`src/rtl/imass_pkg.sv`:
```
// Purpose: shared constants and types of the two-wire master ack/stop sequencer
// Assumes: one 20 MHz system clock, Avalon-MM slave with byte addresses
// Notes: rollover period of the baud generator is (reload + 1) system clocks
// Functional notes
// - Setting ack start pulls clock low and puts stored ack value on data.
// - After the ack bit shows, wait one rollover period, then release clock.
// - Once clock reads high, wait one more rollover period, then pull clock low.
// - Ack end: clear ack start, stop the baud generator, return to idle.
// - Buffer write during ack sequence sets write collision, buffer unchanged.
// - After the ninth clock falling edge of a byte, hold clock low.
// - Setting stop start pulls data low; once data reads low, reload and count.
// - On stop timeout release clock, one rollover period later release data.
// - Data read high while clock reads high sets the stop-detected flag.
// - One rollover after stop detection clear stop start and set port interrupt.
// - Buffer write during stop sequence sets write collision, no buffer write.
package imass_pkg;

    localparam int unsigned BRG_W = 16;
    localparam int unsigned ADDR_W = 5;
    localparam int unsigned DATA_W = 32;
    localparam int unsigned TXB_W = 8;
    localparam int unsigned SYNC_W = 2;

    localparam logic [ADDR_W-1:0] OFS_CONTROL = 5'h00;
    localparam logic [ADDR_W-1:0] OFS_BRG = 5'h04;
    localparam logic [ADDR_W-1:0] OFS_STATUS = 5'h08;
    localparam logic [ADDR_W-1:0] OFS_MASK = 5'h0C;
    localparam logic [ADDR_W-1:0] OFS_TXBUF = 5'h10;

    // Control register fields
    localparam int unsigned CTL_ACK_START = 0;
    localparam int unsigned CTL_ACK_DATA = 1;
    localparam int unsigned CTL_STOP_START = 2;
    localparam int unsigned CTL_SCL_HOLD = 3;
    localparam int unsigned CTL_BUSY = 4;

    // Sticky status and mask fields
    localparam int unsigned ST_W = 3;
    localparam int unsigned ST_STOP = 0;
    localparam int unsigned ST_WRITE_COLLISION_FLAG = 1;
    localparam int unsigned ST_SIRQ = 2;

    localparam logic [BRG_W-1:0] BRG_RESET = 16'h0009;
    localparam logic [ST_W-1:0] MASK_RESET = 3'h0;
    localparam logic [TXB_W-1:0] TXBUF_RESET = 8'h00;
    localparam logic [DATA_W-1:0] RDATA_RESET = 32'h00000000;

    typedef enum logic [3:0] {
        SQ_IDLE,
        SQ_ACK_BIT,
        SQ_ACK_REL,
        SQ_ACK_HIGH,
        SQ_STOP_SDA,
        SQ_STOP_CNT,
        SQ_STOP_SCL,
        SQ_STOP_REL,
        SQ_STOP_TAIL
    } imass_state_t;

    typedef struct packed {
        logic scl;
        logic sda;
    } imass_lines_t;

    typedef struct packed {
        imass_lines_t s1;
        imass_lines_t s2;
    } imass_sync_t;

    typedef struct packed {
        logic [BRG_W-1:0] cnt;
        logic tick;
    } imass_brg_t;

    typedef struct packed {
        imass_state_t state;
        logic ack_start;
        logic ack_data;
        logic stop_start;
        logic scl_hold;
        logic [BRG_W-1:0] brg_reload;
        logic brg_load;
        logic brg_run;
        logic [TXB_W-1:0] tx_buf;
        logic [ST_W-1:0] status;
        logic [ST_W-1:0] mask;
        logic irq;
        logic scl_rel;
        logic sda_rel;
        logic pin_level;
        logic waitreq;
        logic [DATA_W-1:0] rdata;
    } imass_regs_t;

endpackage

```
`src/rtl/imass_sync.sv`:
```
// Purpose: two-flop synchroniser for the sampled bus line levels
// Assumes: inputs come straight from pins
// Notes: only the second stage may be read by other logic
`timescale 1ns/100ps
module imass_sync
    import imass_pkg::*;
(
    input wire logic sys_clk,
    input wire logic reset_n,
    input imass_pkg::imass_lines_t pins,
    output imass_pkg::imass_lines_t lines
);
    imass_sync_t cur;
    imass_sync_t next_cur;

    always_comb
    begin
        next_cur.s1 = pins;
        next_cur.s2 = cur.s1;
    end

    // Released lines idle high, so reset to high avoids a false low
    always_ff @(posedge sys_clk or negedge reset_n)
    begin
        if (!reset_n)
        begin
            cur <= '1;
        end
        else
        begin
            cur <= next_cur;
        end
    end

    assign lines = cur.s2;
endmodule

```
`src/rtl/imass_brg.sv`:
```
// Purpose: baud rate generator producing one tick per rollover period
// Assumes: load and run come from the sequencer on the same clock
// Notes: period is reload + 1 clocks; the counter reloads itself on tick
`timescale 1ns/100ps
module imass_brg
    import imass_pkg::*;
(
    input wire logic sys_clk,
    input wire logic reset_n,
    input wire logic load,
    input wire logic run,
    input wire logic [imass_pkg::BRG_W-1:0] reload,
    output logic tick
);
    imass_brg_t cur;
    imass_brg_t next_cur;

    always_comb
    begin
        next_cur = cur;
        next_cur.tick = 1'b0;
        if (load)
        begin
            next_cur.cnt = reload;
        end
        else if (run)
        begin
            if (cur.cnt == '0)
            begin
                next_cur.tick = 1'b1;
                next_cur.cnt = reload;
            end
            else
            begin
                next_cur.cnt = cur.cnt - 1'b1;
            end
        end
    end

    always_ff @(posedge sys_clk or negedge reset_n)
    begin
        if (!reset_n)
        begin
            cur <= '0;
        end
        else
        begin
            cur <= next_cur;
        end
    end

    assign tick = cur.tick;
endmodule

```
`src/rtl/imass_top.sv`:
```
// Purpose: acknowledge and Stop sequencer of a two-wire bus master
// Assumes: Avalon-MM slave, one cycle wait state, pins open-drain with pull-ups
// Notes: both lines are only pulled low or released, oe_n low means pulling
`timescale 1ns/100ps
module imass_top
    import imass_pkg::*;
(
    input wire logic sys_clk,
    input wire logic reset_n,
    input wire logic [imass_pkg::ADDR_W-1:0] avs_address,
    input wire logic avs_read,
    input wire logic avs_write,
    input wire logic [imass_pkg::DATA_W-1:0] avs_writedata,
    output logic [imass_pkg::DATA_W-1:0] avs_readdata,
    output logic avs_waitrequest,
    output logic irq,
    input wire logic byte_done,
    input wire logic scl_in,
    output logic scl_out,
    output logic scl_oe_n,
    input wire logic sda_in,
    output logic sda_out,
    output logic sda_oe_n
);
    imass_regs_t cur;
    imass_regs_t next_cur;
    imass_lines_t pins;
    imass_lines_t lines;
    logic brg_tick;
    logic req;
    logic accept;

    assign pins.scl = scl_in;
    assign pins.sda = sda_in;

    imass_sync u_sync (
        .sys_clk(sys_clk),
        .reset_n(reset_n),
        .pins(pins),
        .lines(lines)
    );

    imass_brg u_brg (
        .sys_clk(sys_clk),
        .reset_n(reset_n),
        .load(cur.brg_load),
        .run(cur.brg_run),
        .reload(cur.brg_reload),
        .tick(brg_tick)
    );

    function automatic logic [DATA_W-1:0] read_word(
        input imass_regs_t r,
        input logic [ADDR_W-1:0] a
    );
        logic [DATA_W-1:0] w;
        w = '0;
        if (a == OFS_CONTROL)
        begin
            w[CTL_ACK_START] = r.ack_start;
            w[CTL_ACK_DATA] = r.ack_data;
            w[CTL_STOP_START] = r.stop_start;
            w[CTL_SCL_HOLD] = r.scl_hold;
            w[CTL_BUSY] = (r.state != SQ_IDLE);
        end
        else if (a == OFS_BRG)
        begin
            w[BRG_W-1:0] = r.brg_reload;
        end
        else if (a == OFS_STATUS)
        begin
            w[ST_W-1:0] = r.status;
        end
        else if (a == OFS_MASK)
        begin
            w[ST_W-1:0] = r.mask;
        end
        else if (a == OFS_TXBUF)
        begin
            w[TXB_W-1:0] = r.tx_buf;
        end
        return w;
    endfunction

    // One wait state on every access keeps read data registered
    assign req = avs_read | avs_write;
    assign accept = req & ~cur.waitreq;

    always_comb
    begin
        next_cur = cur;
        // Divider load is a one-cycle strobe
        next_cur.brg_load = 1'b0;

        // Bus handshake: answer one cycle after the request is seen
        if (req && cur.waitreq)
        begin
            next_cur.waitreq = 1'b0;
            next_cur.rdata = read_word(cur, avs_address);
        end
        else
        begin
            next_cur.waitreq = 1'b1;
        end

        // Software writes first, so hardware sets below win over clears
        if (accept && avs_write)
        begin
            if (avs_address == OFS_CONTROL)
            begin
                next_cur.ack_data = avs_writedata[CTL_ACK_DATA];
                // New sequences start only from idle; ack wins if both are set
                if (cur.state == SQ_IDLE)
                begin
                    next_cur.ack_start = avs_writedata[CTL_ACK_START];
                    next_cur.stop_start = avs_writedata[CTL_STOP_START]
                        & ~avs_writedata[CTL_ACK_START];
                end
            end
            else if (avs_address == OFS_BRG)
            begin
                next_cur.brg_reload = avs_writedata[BRG_W-1:0];
            end
            else if (avs_address == OFS_STATUS)
            begin
                next_cur.status = cur.status & ~avs_writedata[ST_W-1:0];
            end
            else if (avs_address == OFS_MASK)
            begin
                next_cur.mask = avs_writedata[ST_W-1:0];
            end
            else if (avs_address == OFS_TXBUF)
            begin
                // A pending start bit counts as busy, so no write slips in before entry
                if (cur.ack_start || cur.stop_start || cur.state != SQ_IDLE)
                begin
                    next_cur.status[ST_WRITE_COLLISION_FLAG] = 1'b1;
                end
                else
                begin
                    next_cur.tx_buf = avs_writedata[TXB_W-1:0];
                end
            end
        end

        // End of a byte: keep the clock pulled low until a sequence moves it
        if (byte_done && cur.state == SQ_IDLE)
        begin
            next_cur.scl_hold = 1'b1;
            next_cur.scl_rel = 1'b0;
        end

        case (cur.state)
            SQ_IDLE:
            begin
                if (cur.ack_start)
                begin
                    // Stored ack value decides ACK (0, pull low) or NACK (1, release)
                    next_cur.scl_rel = 1'b0;
                    next_cur.sda_rel = cur.ack_data;
                    next_cur.brg_load = 1'b1;
                    next_cur.brg_run = 1'b1;
                    next_cur.state = SQ_ACK_BIT;
                end
                else if (cur.stop_start)
                begin
                    next_cur.sda_rel = 1'b0;
                    next_cur.state = SQ_STOP_SDA;
                end
            end
            SQ_ACK_BIT:
            begin
                // Ack bit stands on the data line for one rollover
                if (brg_tick)
                begin
                    next_cur.scl_rel = 1'b1;
                    next_cur.scl_hold = 1'b0;
                    next_cur.brg_run = 1'b0;
                    next_cur.state = SQ_ACK_REL;
                end
            end
            SQ_ACK_REL:
            begin
                // A slave stretching the clock keeps us here
                if (lines.scl)
                begin
                    next_cur.brg_load = 1'b1;
                    next_cur.brg_run = 1'b1;
                    next_cur.state = SQ_ACK_HIGH;
                end
            end
            SQ_ACK_HIGH:
            begin
                // Data line keeps the ack value until the next sequence moves it
                if (brg_tick)
                begin
                    next_cur.scl_rel = 1'b0;
                    next_cur.scl_hold = 1'b1;
                    next_cur.ack_start = 1'b0;
                    next_cur.brg_run = 1'b0;
                    next_cur.state = SQ_IDLE;
                end
            end
            SQ_STOP_SDA:
            begin
                // Divider starts only once the data line really reads low
                if (!lines.sda)
                begin
                    next_cur.brg_load = 1'b1;
                    next_cur.brg_run = 1'b1;
                    next_cur.state = SQ_STOP_CNT;
                end
            end
            SQ_STOP_CNT:
            begin
                // Divider keeps running, so its next tick times the data release
                if (brg_tick)
                begin
                    next_cur.scl_rel = 1'b1;
                    next_cur.scl_hold = 1'b0;
                    next_cur.state = SQ_STOP_SCL;
                end
            end
            SQ_STOP_SCL:
            begin
                // Clock is released; data follows one rollover later
                if (brg_tick)
                begin
                    next_cur.sda_rel = 1'b1;
                    next_cur.brg_run = 1'b0;
                    next_cur.state = SQ_STOP_REL;
                end
            end
            SQ_STOP_REL:
            begin
                // Judged on sampled levels, not on what we drive
                if (lines.sda && lines.scl)
                begin
                    next_cur.status[ST_STOP] = 1'b1;
                    next_cur.brg_load = 1'b1;
                    next_cur.brg_run = 1'b1;
                    next_cur.state = SQ_STOP_TAIL;
                end
            end
            SQ_STOP_TAIL:
            begin
                // Stop start stays set one more rollover after detection
                if (brg_tick)
                begin
                    next_cur.stop_start = 1'b0;
                    next_cur.status[ST_SIRQ] = 1'b1;
                    next_cur.brg_run = 1'b0;
                    next_cur.state = SQ_IDLE;
                end
            end
            default:
            begin
                // Unused codes fall back to idle and leave the lines as they are
                next_cur.state = SQ_IDLE;
            end
        endcase

        // Pins are never driven high; a released line rises by pull-up
        next_cur.pin_level = 1'b0;
        next_cur.irq = |(next_cur.status & next_cur.mask);
    end

    // Reset releases both lines, so the bus sees no false condition
    always_ff @(posedge sys_clk or negedge reset_n)
    begin
        if (!reset_n)
        begin
            cur.state <= SQ_IDLE;
            cur.ack_start <= 1'b0;
            cur.ack_data <= 1'b0;
            cur.stop_start <= 1'b0;
            cur.scl_hold <= 1'b0;
            cur.brg_reload <= BRG_RESET;
            cur.brg_load <= 1'b0;
            cur.brg_run <= 1'b0;
            cur.tx_buf <= TXBUF_RESET;
            cur.status <= '0;
            cur.mask <= MASK_RESET;
            cur.irq <= 1'b0;
            cur.scl_rel <= 1'b1;
            cur.sda_rel <= 1'b1;
            cur.pin_level <= 1'b0;
            cur.waitreq <= 1'b1;
            cur.rdata <= RDATA_RESET;
        end
        else
        begin
            cur <= next_cur;
        end
    end

    // Every output comes straight from a register
    assign avs_readdata = cur.rdata;
    assign avs_waitrequest = cur.waitreq;
    assign irq = cur.irq;
    assign scl_out = cur.pin_level;
    assign sda_out = cur.pin_level;
    assign scl_oe_n = cur.scl_rel;
    assign sda_oe_n = cur.sda_rel;
endmodule

```
`config.mk`:
```
export PLATFORM = sky130hd
export DESIGN_NAME = imass_top
export DESIGN_NICKNAME = d
export VERILOG_FILES = /design/src/rtl/imass_pkg.sv /design/src/rtl/imass_sync.sv /design/src/rtl/imass_brg.sv /design/src/rtl/imass_top.sv
export SDC_FILE = /design/constraint.sdc
export NUM_CORES = 1
export LEC_CHECK = 0
export BUFFER_PORTS_ARGS = -buffer_cell sky130_fd_sc_hd__buf_2
export CELL_PAD_IN_SITES_DETAIL_PLACEMENT = 1
export CELL_PAD_IN_SITES_GLOBAL_PLACEMENT = 1
export CORE_MARGIN = 3
export CORE_UTILIZATION = 40
export CTS_BUF_LIST = sky130_fd_sc_hd__clkbuf_16
export DETAILED_ROUTE_END_ITERATION = 10
export PLACE_DENSITY = 0.86
export SLEW_MARGIN = 10
export SYNTH_ARGS = -nofsm -noshare
export SYNTH_HDL_FRONTEND = slang
export SYNTH_HIERARCHICAL = 1
export SYNTH_SLANG_ARGS = --single-unit
```
`constraint.sdc`:
```
create_clock -name sys_clk -period 2.3 [get_ports sys_clk]
set_input_delay 0.345 -clock sys_clk [delete_from_list [all_inputs] [get_ports sys_clk]]
set_output_delay 0.345 -clock sys_clk [all_outputs]
set_load 0.05 [all_outputs]
```
# Word level (Yosys, flattened, before mapping)
# Cells that the tools add are included.
[classes] n_addsub=1 eq_ne=23 n_mux=68 bitwise_logic=13 n_reduce_logical=22
[op_table] op="$mux W4" n=9
[op_table] op="$pmux W4 S9" n=1
[op_table] op="$mux W16" n=2
[op_table] op="$mux W1" n=29
[op_table] op="$mux W8" n=3
[op_table] op="$mux W5" n=4
[op_table] op="$mux W3" n=6
[op_table] op="$mux W6" n=3
[op_table] op="$mux W17" n=1
[op_table] op="$eq A4 B3 Y1 const B" n=4
[op_table] op="$logic_not A16 Y1" n=1
[op_table] op="$sub A16 B1 Y16 const B" n=1
[op_table] op="$ne A2 B1 Y1 const B" n=7
[op_table] op="$mux W11" n=1
[op_table] op="$eq A5 B4 Y1 const B" n=2
[op_table] op="$reduce_and A9 Y1" n=1
[op_table] op="$eq A4 B2 Y1 const B" n=2
[op_table] op="$mux W2" n=4
[op_table] op="$not A1 Y1" n=7
[op_table] op="$reduce_and A7 Y1" n=1
[op_table] op="$and A3 B3 Y3" n=2
[op_table] op="$ne A2 B2 Y1 const B" n=3
[op_table] op="$reduce_and A3 Y1" n=2
[op_table] op="$reduce_and A6 Y1" n=1
[op_table] op="other kinds (23)" n=30
[totals] reg_bits=81 in_bits=44 out_inout_bits=38 elab_cells=149

# Logic depth before layout (Yosys ltp)
# Gate-level depths: netlist (run 1).
[depth] word_depth=13 mapped_depth=8 depth_no_buf=7

# Hierarchy
# Netlist (run 1), hierarchy kept.
[modules_own_cells] mod="imass_top" n_inst=1 cells_each=301 area_per_inst_um2=3203.1 seq_area_each_um2=1507.7
[modules_own_cells] mod="imass_brg" n_inst=1 cells_each=141 area_per_inst_um2=1163.6 seq_area_each_um2=425.4
[modules_own_cells] mod="imass_sync" n_inst=1 cells_each=6 area_per_inst_um2=120.1 seq_area_each_um2=105.1

# Worst setup path after synthesis (run 1)
# No wires, ideal clock.
[synth_timing] path_type="register -> register" startpoint="register u_brg/cur[1] in the netlist's numbering" endpoint="register u_brg/cur[7] in the netlist's numbering" arrival_ns=2.017 setup_slack_ns=0.157 stages_incl_launch_ff=7 cell_sequence="dfrtp_1 -> inv_1 -> ha_1 -> or4b_1 -> nor3_2 -> mux2_2 -> a221o_1"
[synth_between] elab_chain_cells=4 elab_cells_between_ends=5 classes_between="1 x add/sub; 3 x mux; 1 x reduce/logical"
[synth_lines] item="start: declaration" line="imass_brg.sv:15" text="imass_brg_t cur;"
[synth_lines] item="start signal: assignment" line="imass_brg.sv:48" text="cur <= next_cur;"
[synth_lines] item="$sub A16 B1 Y16 or $logic_not A16 Y1 (tied branches)" line="imass_brg.sv:35, imass_brg.sv:28"
[synth_lines] item="$mux W16 *" line="imass_brg.sv:28" text="if (cur.cnt == '0)"
[synth_lines] item="$mux W17 *" line="imass_brg.sv:26" text="else if (run)"
[synth_lines] item="$mux W16 *" line="imass_brg.sv:22" text="if (load)"
# Every way passes the cells marked *; elsewhere a longest branch is shown, timed or not. The select of a mux whose other input is x is not followed.
# A chain may end at the register's enable or synchronous reset.

# Worst setup path in the final report (run 1)
[layout_timing] startpoint="register u_brg/cur[13] in the netlist's numbering" endpoint="register u_brg/cur[16] in the netlist's numbering"
# The elaborated chain is that of the path after synthesis.

==> flow_metrics.py, run 1 <==
metrics = {
    "sta": {
        "drv_slew": 0,
        "setup_viol": 0,
        "grt_setup_unrepaired": "false",
        "fin_worst_skew_ns": 0.0121,
        "period_share": 0.951,
        "setup_tns_ns": 0,
        "fmaxAchievable_ghz": 0.457,
        "finalHoldViolations": 0,
        "final.setup.worst_slack_ns": 0.113,
        "max-slew-margin-rel": 0.550,
        "fin_crit_ns": 2.19,
        "worstMarginPinSlew_ns": 0.674,
    },
    "floorplanning": {
        "die_area_mm2": 0.0125,
        "rows": 38,
        "fp.coreArea_mm2": 0.0109,
        "pin_count": 82,
        "dieWidth_um": 112,
        "start_util": 0.412,
        "die_y_um": 112,
    },
    "logic_synthesis": {
        "synth_seq_cells": 81,
        "synthArstFlopShare": 1.00,
        "syn_area_mm2": 0.00449,
        "synth-edff-count": 0,
        "ys.warnings.count": 6,
        "avgSynthCellArea_um2": 10.0,
        "synth.yosys.seq_area_share": 0.454,
        "ys_types": 78,
        "synthCells": 448,
        "synthFlopType": "dfrtp_1",
    },
    "global_route": {
        "antenna_found_initial": 0,
        "grt_pass1_vias": 3901,
        "grt_pass1_wl_mm": 19.9,
        "grt_max_degree": 82,
        "globalRouteOverflowTotal": 0,
        "grt_use_total": 0.198,
    },
    "clocking": {
        "cts_buffer_depth": 2,
        "postCtsHoldBufs": 0,
        "cts_setup_buffers": 0,
        "root_buffer": "clkbuf_16",
        "cts_buffers": 9,
        "clock_sink_count": 81,
        "clock_latency_ns": 0.35,
        "clkSlewWorstSetupHoldPaths_ns": 0.07,
        "cts_max_level": 3,
        "cts_tree": "yes",
    },
    "critical_path": {
        "worstPathArrival_ns": 2.47,
        "end_kind": "register",
        "slowest_stage": "or4_4",
        "path_max_fanout": 5,
        "worstPathRequired_ns": 2.58,
        "critPathMaxStageDelay_ns": 0.61,
        "path_cells": "or4_4 > or2_2 > a2111oi_1 > o32a_1",
        "critical_path.startpoint": "u_brg/cur[13]",
        "critPathKind": "reg2reg",
        "setup.worst_path.start_class": "register",
        "timing.rr.end": "u_brg/cur[16]",
        "worst-r2r-cell-count": 4,
        "rr_startpoint": "u_brg/cur[13]",
        "cp-endpoint": "u_brg/cur[16]",
        "r2r_slack_ns": 0.11,
    },
    "placement": {
        "io_buffer_count": 47,
        "place_ws_ns": 0.00444,
        "dpl.hpwl_mm": 8.35,
        "gp_congestion": 0.868,
    },
    "job": {
        "cap_viol_max_count": 0,
    },
    "layout": {
        "fillerInstances": 1259,
        "area_growth_pct": 13.9,
        "diodes": 0,
        "drive_gt1_frac": 0.252,
        "multiInputGateArea_mm2": 0.00213,
        "nNetsFinal": 537,
        "ff_latch_area_mm2": 0.00204,
    },
    "route": {
        "first_pass_iters": 4,
        "route.antenna.remaining_nets": 0,
        "vias": 3624,
        "first_iter_violations": 180,
        "drc": 0,
        "wl_mm": 12.0,
        "wl_per_cell_um": 18.9,
        "vias_per_cell": 5.70,
    },
    "power": {
        "p_total_uw": 5390,
        "peakVddDrop_mv": 0.724,
        "power_density_mw_per_mm2": 1060,
        "power_leakage_uw": 0.00233,
    },
    "worst_hold_path": {
        "hold_path.class": "in2async",
    },
    "run_status": {
        "outcome": "complete, no violations",
    },
}
==> kinds of logic after synthesis <==
kind of cell / share of synthesized area
other cells: 0.000836
fa+ha+maj: 0.00558
simple gates: 0.185
compound gates: 0.167
buf+inv: 0.0931
mux: 0.0948
flops: 0.454
==> worst min path at each step <==
stage | cells past startpoint | slack [ns] | to | startpoint
6_report | 2 | 0.02 | cur[73] | reset_n
5_1_grt | 2 | 0.05 | cur[73] | reset_n
4_1_cts | 2 | 0.04 | cur[72] | reset_n
3_5_place_dp | 0 | 0.35 | u_sync/lines[0] | u_sync/cur[2]
3_3_place_gp | 0 | 0.35 | u_sync/lines[1] | u_sync/cur[3]
2_1_floorplan | 0 | 0.05 | avs_readdata[0] | reset_n
==> registers in the layout, summed over array words and instances (netlist names) <==
| register | flops |
|---|---|
| avs_waitrequest | 1 |
| irq | 1 |
| u_sync/lines | 2 |
| cur | 40 |
| u_brg/cur | 16 |
| u_sync/cur | 2 |
| scl_oe_n | 1 |
| u_brg/tick | 1 |
| sda_oe_n | 1 |
| avs_readdata | 16 |
==> power breakdown <==
part / switching, uW / total (uW) / internal (uW)
Clock: 569 / 1390 / 820
Sequential: 298 / 2010 / 1710
Combinational: 1190 / 1990 / 804
==> layout by cell type (no fill, tap or decap), types with 4 or more instances in the layout <==
cell       count
dfrtp_1       72
buf_2         46
nand2_1       44
buf_4         25
a21oi_1       23
nor2_1        18
o21ai_1       18
conb_1        18
inv_1         15
o21ai_0       15
mux2_1        15
nor3_1        12
mux2_4        10
dfstp_2        9
clkbuf_16      9
nor2b_1        8
nand3_1        7
or3_1          6
and2_1         5
mux2i_1        5
mux2_2         5
a2111oi_0      5
or3b_1         4
nand4_1        4
or4_4          4
o22ai_1        4
a22oi_1        4
clkinv_1       4
==> cell usage after synthesis, types with 4 or more instances <==
| cell | number | area (um^2) |
|---|---|---|
| and2_1 | 5 | 31.3 |
| nand2_1 | 44 | 165 |
| o22ai_1 | 4 | 25.0 |
| o21ai_1 | 19 | 95.1 |
| or3b_1 | 4 | 35.0 |
| or3_1 | 6 | 37.5 |
| mux2_4 | 10 | 150 |
| nor2b_1 | 8 | 50.1 |
| buf_4 | 37 | 278 |
| mux2_2 | 5 | 56.3 |
| a21oi_1 | 23 | 115 |
| a22oi_1 | 4 | 30.0 |
| dfstp_2 | 9 | 236 |
| buf_2 | 4 | 20.0 |
| nor2_1 | 18 | 67.6 |
| o21ai_0 | 15 | 75.1 |
| nor4_1 | 4 | 25.0 |
| inv_1 | 13 | 48.8 |
| nor3_1 | 12 | 60.1 |
| a2111oi_0 | 6 | 52.6 |
| dfrtp_1 | 72 | 1800 |
| mux2_1 | 15 | 169 |
| clkbuf_1 | 14 | 52.6 |
| nand3_1 | 7 | 35.0 |
| nand4_1 | 4 | 25.0 |
| mux2i_1 | 5 | 50.1 |
==> worst max-delay path, delay by kind of cell (launching register included) <==
kind | cells | cell delay (ns)
compound gates | 2 | 0.75
flops | 1 | 0.44
simple gates | 2 | 0.94
==> final cells by class <==
| type | count | share of cell area |
|---|---|---|
| multi-input combinational | 313 | 0.416 |
| sequential | 81 | 0.399 |
| timing repair buffer | 72 | 0.0857 |
| clock buffer | 9 | 0.0441 |
| tap | 140 | 0.0343 |
| clock inverter | 7 | 0.0105 |
| inverter | 14 | 0.0103 |
==> per-layer routing <==
| metal | routed length (um) | GRT usage | part of all wire |
|---|---|---|---|
| met1 | 4960 | 0.241 | 0.41 |
| met2 | 6210 | 0.350 | 0.52 |
| met3 | 602 | 0.0516 | 0.050 |
| met4 | 258 | 0.0495 | 0.021 |
| met5 | 0 | 0 | 0 |
==> stage by stage <==
step                utilization  hold WS [ns]  std cells  cell area (um^2)
finish                    0.469        0.0177        636              5110
global route              0.469        0.0482        636              5110
CTS                       0.468        0.0442        636              5090
detailed placement        0.441         0.350        620              4800
global placement          0.441         0.347        620              4800
floorplan                     -        0.0494        465              4550
==> timing repair <==
item                                    in CTS  in global routing
endpoints found under the setup margin       3                  7
gates resized for setup                      2                  4
hold endpoints to repair                     0                  0
pin swaps                                    0                  0
Note: power is estimated with default switching activity, not from simulation.
==> run 2: changes to the inputs <==
- ABC_CLOCK_PERIOD_IN_PS: default -> 2300
- PLACE_DENSITY: 0.86 -> 0.85
==> run 2 against run 1 <==
The flow now finishes with violations (negative hold slack). Non-clock buffer count grew 9. Critical path depth rose by 3. Sequential cell count did not move. Cell area up 1.8%. Cell count is 1.4% higher. Hold slack got worse by 0.018 ns. Worst setup slack got worse by 0.077 ns.
==> flow_metrics.py, run 2 (same netlist as run 1, synthesis figures left out) <==
metrics = {
    "run_status": {
        "outcome": "complete, but fails checks",
        "violations": "negative hold slack",
    },
    "sta": {
        "fmaxAchievable_ghz": 0.442,
        "drv_slew": 0,
        "fin_worst_skew_ns": 0.00469,
        "fin_crit_ns": 2.26,
        "period_share": 0.984,
        "worstMarginPinSlew_ns": 0.619,
        "max-slew-margin-rel": 0.588,
        "setup_viol": 0,
        "fin_hold_ws_ns": -0.000532,
        "finalHoldViolations": 1,
    },
    "layout": {
        "drive_gt1_frac": 0.277,
        "diodes": 0,
        "area_growth_pct": 16.0,
        "top_register": "cur",
        "largest_register_ffs": 40,
        "layout_common_cells": "72 x dfrtp_1, 46 x buf_2, 44 x nand2_1, 34 x buf_4, 23 x a21oi_1",
        "nNetsFinal": 546,
        "final_common_cell": "dfrtp_1",
        "fin_area_mm2": 0.00520,
    },
    "worst_hold_path": {
        "hold_path.class": "in2async",
    },
    "global_route": {
        "grt_pass1_vias": 4036,
        "globalRouteOverflowTotal": 0,
        "grt_pass1_wl_mm": 20.9,
        "antenna_found_initial": 0,
        "grt_max_degree": 45,
        "grt_use_total": 0.211,
    },
    "route": {
        "first_pass_iters": 4,
        "wl_mm": 12.8,
        "wl_per_cell_um": 19.8,
        "vias": 3749,
        "first_iter_violations": 225,
        "route.antenna.remaining_nets": 0,
        "vias_per_cell": 5.81,
        "drc": 0,
    },
    "clocking": {
        "clock_sink_count": 81,
        "cts_buffer_depth": 2,
        "cts_tree": "yes",
        "clock_latency_ns": 0.35,
        "postCtsHoldBufs": 0,
        "cts_max_level": 3,
        "clkSlewWorstSetupHoldPaths_ns": 0.06,
        "cts_buffers": 9,
        "root_buffer": "clkbuf_16",
    },
    "critical_path": {
        "rr_startpoint": "u_brg/cur[2]",
        "path_cells": "inv_2 > ha_2 > or4b_4 > buf_6 > nor3_4 > mux2_4 > a221o_1",
        "path_max_fanout": 3,
        "critPathBufInv": 2,
        "setup.worst_path.start_class": "register",
        "critPathKind": "reg2reg",
        "end_kind": "register",
        "worst-r2r-cell-count": 7,
        "r2r_slack_ns": 0.04,
        "critPathMaxStageDelay_ns": 0.49,
        "slowest_stage": "or4b_4",
        "cp_top_family": "simple AND/OR/NAND/NOR gates",
        "worstPathRequired_ns": 2.52,
        "timing.rr.end": "u_brg/cur[7]",
        "worstPathArrival_ns": 2.49,
    },
    "placement": {
        "io_buffer_count": 47,
        "gp_congestion": 0.905,
        "placed_cell_area_mm2": 0.00483,
        "dpl.hpwl_mm": 8.69,
    },
    "power": {
        "power_leakage_uw": 0.00238,
        "peakVddDrop_mv": 0.680,
        "p_total_uw": 5670,
        "power_density_mw_per_mm2": 1090,
    },
    "floorplanning": {
        "fp.coreArea_mm2": 0.0109,
        "dieWidth_um": 112,
        "rows": 38,
        "die_area_mm2": 0.0125,
        "start_util": 0.412,
        "die_y_um": 112,
        "pin_count": 82,
    },
    "job": {
        "cap_viol_max_count": 0,
    },
}
==> run 2: cell count changes in the layout (fill, tap and decap cells not counted), sizes merged <==
cell    previous run  this run
buf               72        81
bufinv             1         2
inv               15        14
==> run 2: worst max path at each step <==
stage                       start      endpoint  slack (ns)  cells past startpoint
floorplan            u_brg/cur[1]  u_brg/cur[7]        0.16                      6
global placement    u_brg/cur[14]  u_brg/cur[3]        0.09                      5
detailed placement   u_brg/cur[2]  u_brg/cur[1]       -0.04                      7
CTS                  u_brg/cur[2]  u_brg/cur[7]        0.03                      7
global route         u_brg/cur[2]  u_brg/cur[7]       -0.02                      7
finish               u_brg/cur[2]  u_brg/cur[7]        0.04                      7
==> run 2: repair_timing <==
| action | 4_1_cts | 5_1_grt |
|---|---|---|
| resized for setup | 2 | 8 |
| endpoints found under the setup margin | 1 | 9 |
| buffers inserted | 0 | 3 |
| pin swaps | 0 | 1 |
==> run 2: cell type report <==
type	instances	area [um^2]
fill	1232	5690
clock inverter	7	86.3
inverter	14	52.6
clock buffer	9	225
multi-input combinational	313	2130
timing repair buffer	81	497
tap	140	175
sequential	81	2040
==> run 2: power by group <==
group | leakage [uW] | internal [uW] | switching [uW]
logic | 0.00121 | 885 | 1280
clock network | 0.000158 | 941 | 581
registers | 0.00102 | 1710 | 268
total | 0.00238 | 3540 | 2130
==> run 2: worst reg2reg max path, stage by stage, from the launching register on <==
cell	delay, ns
dfrtp_1	0.40
inv_2	0.08
ha_2	0.16
or4b_4	0.49
buf_6	0.15
nor3_4	0.23
mux2_4	0.32
a221o_1	0.32
==> run 2: layer usage <==
| metal | global-route usage | up-vias | wire length, um |
|---|---|---|---|
| met4 | 0.0957 | 0 | 425 |
| li1 | - | 1694 | - |
| met1 | 0.247 | 1896 | 5230 |
| met2 | 0.373 | 120 | 6560 |
| met5 | 0 | - | 0 |
| met3 | 0.0440 | 39 | 538 |
==> run 2: stage by stage <==
stage                      util  setup TNS, ns  cells  worst slack (ns)
final                     0.478              0    645            0.0359
after global routing      0.478        -0.0396    645           -0.0234
after CTS                 0.474              0    642            0.0348
after detailed placement  0.444        -0.0357    626           -0.0357
after global placement    0.444              0    626            0.0884
after floorplan               -              0    465             0.157
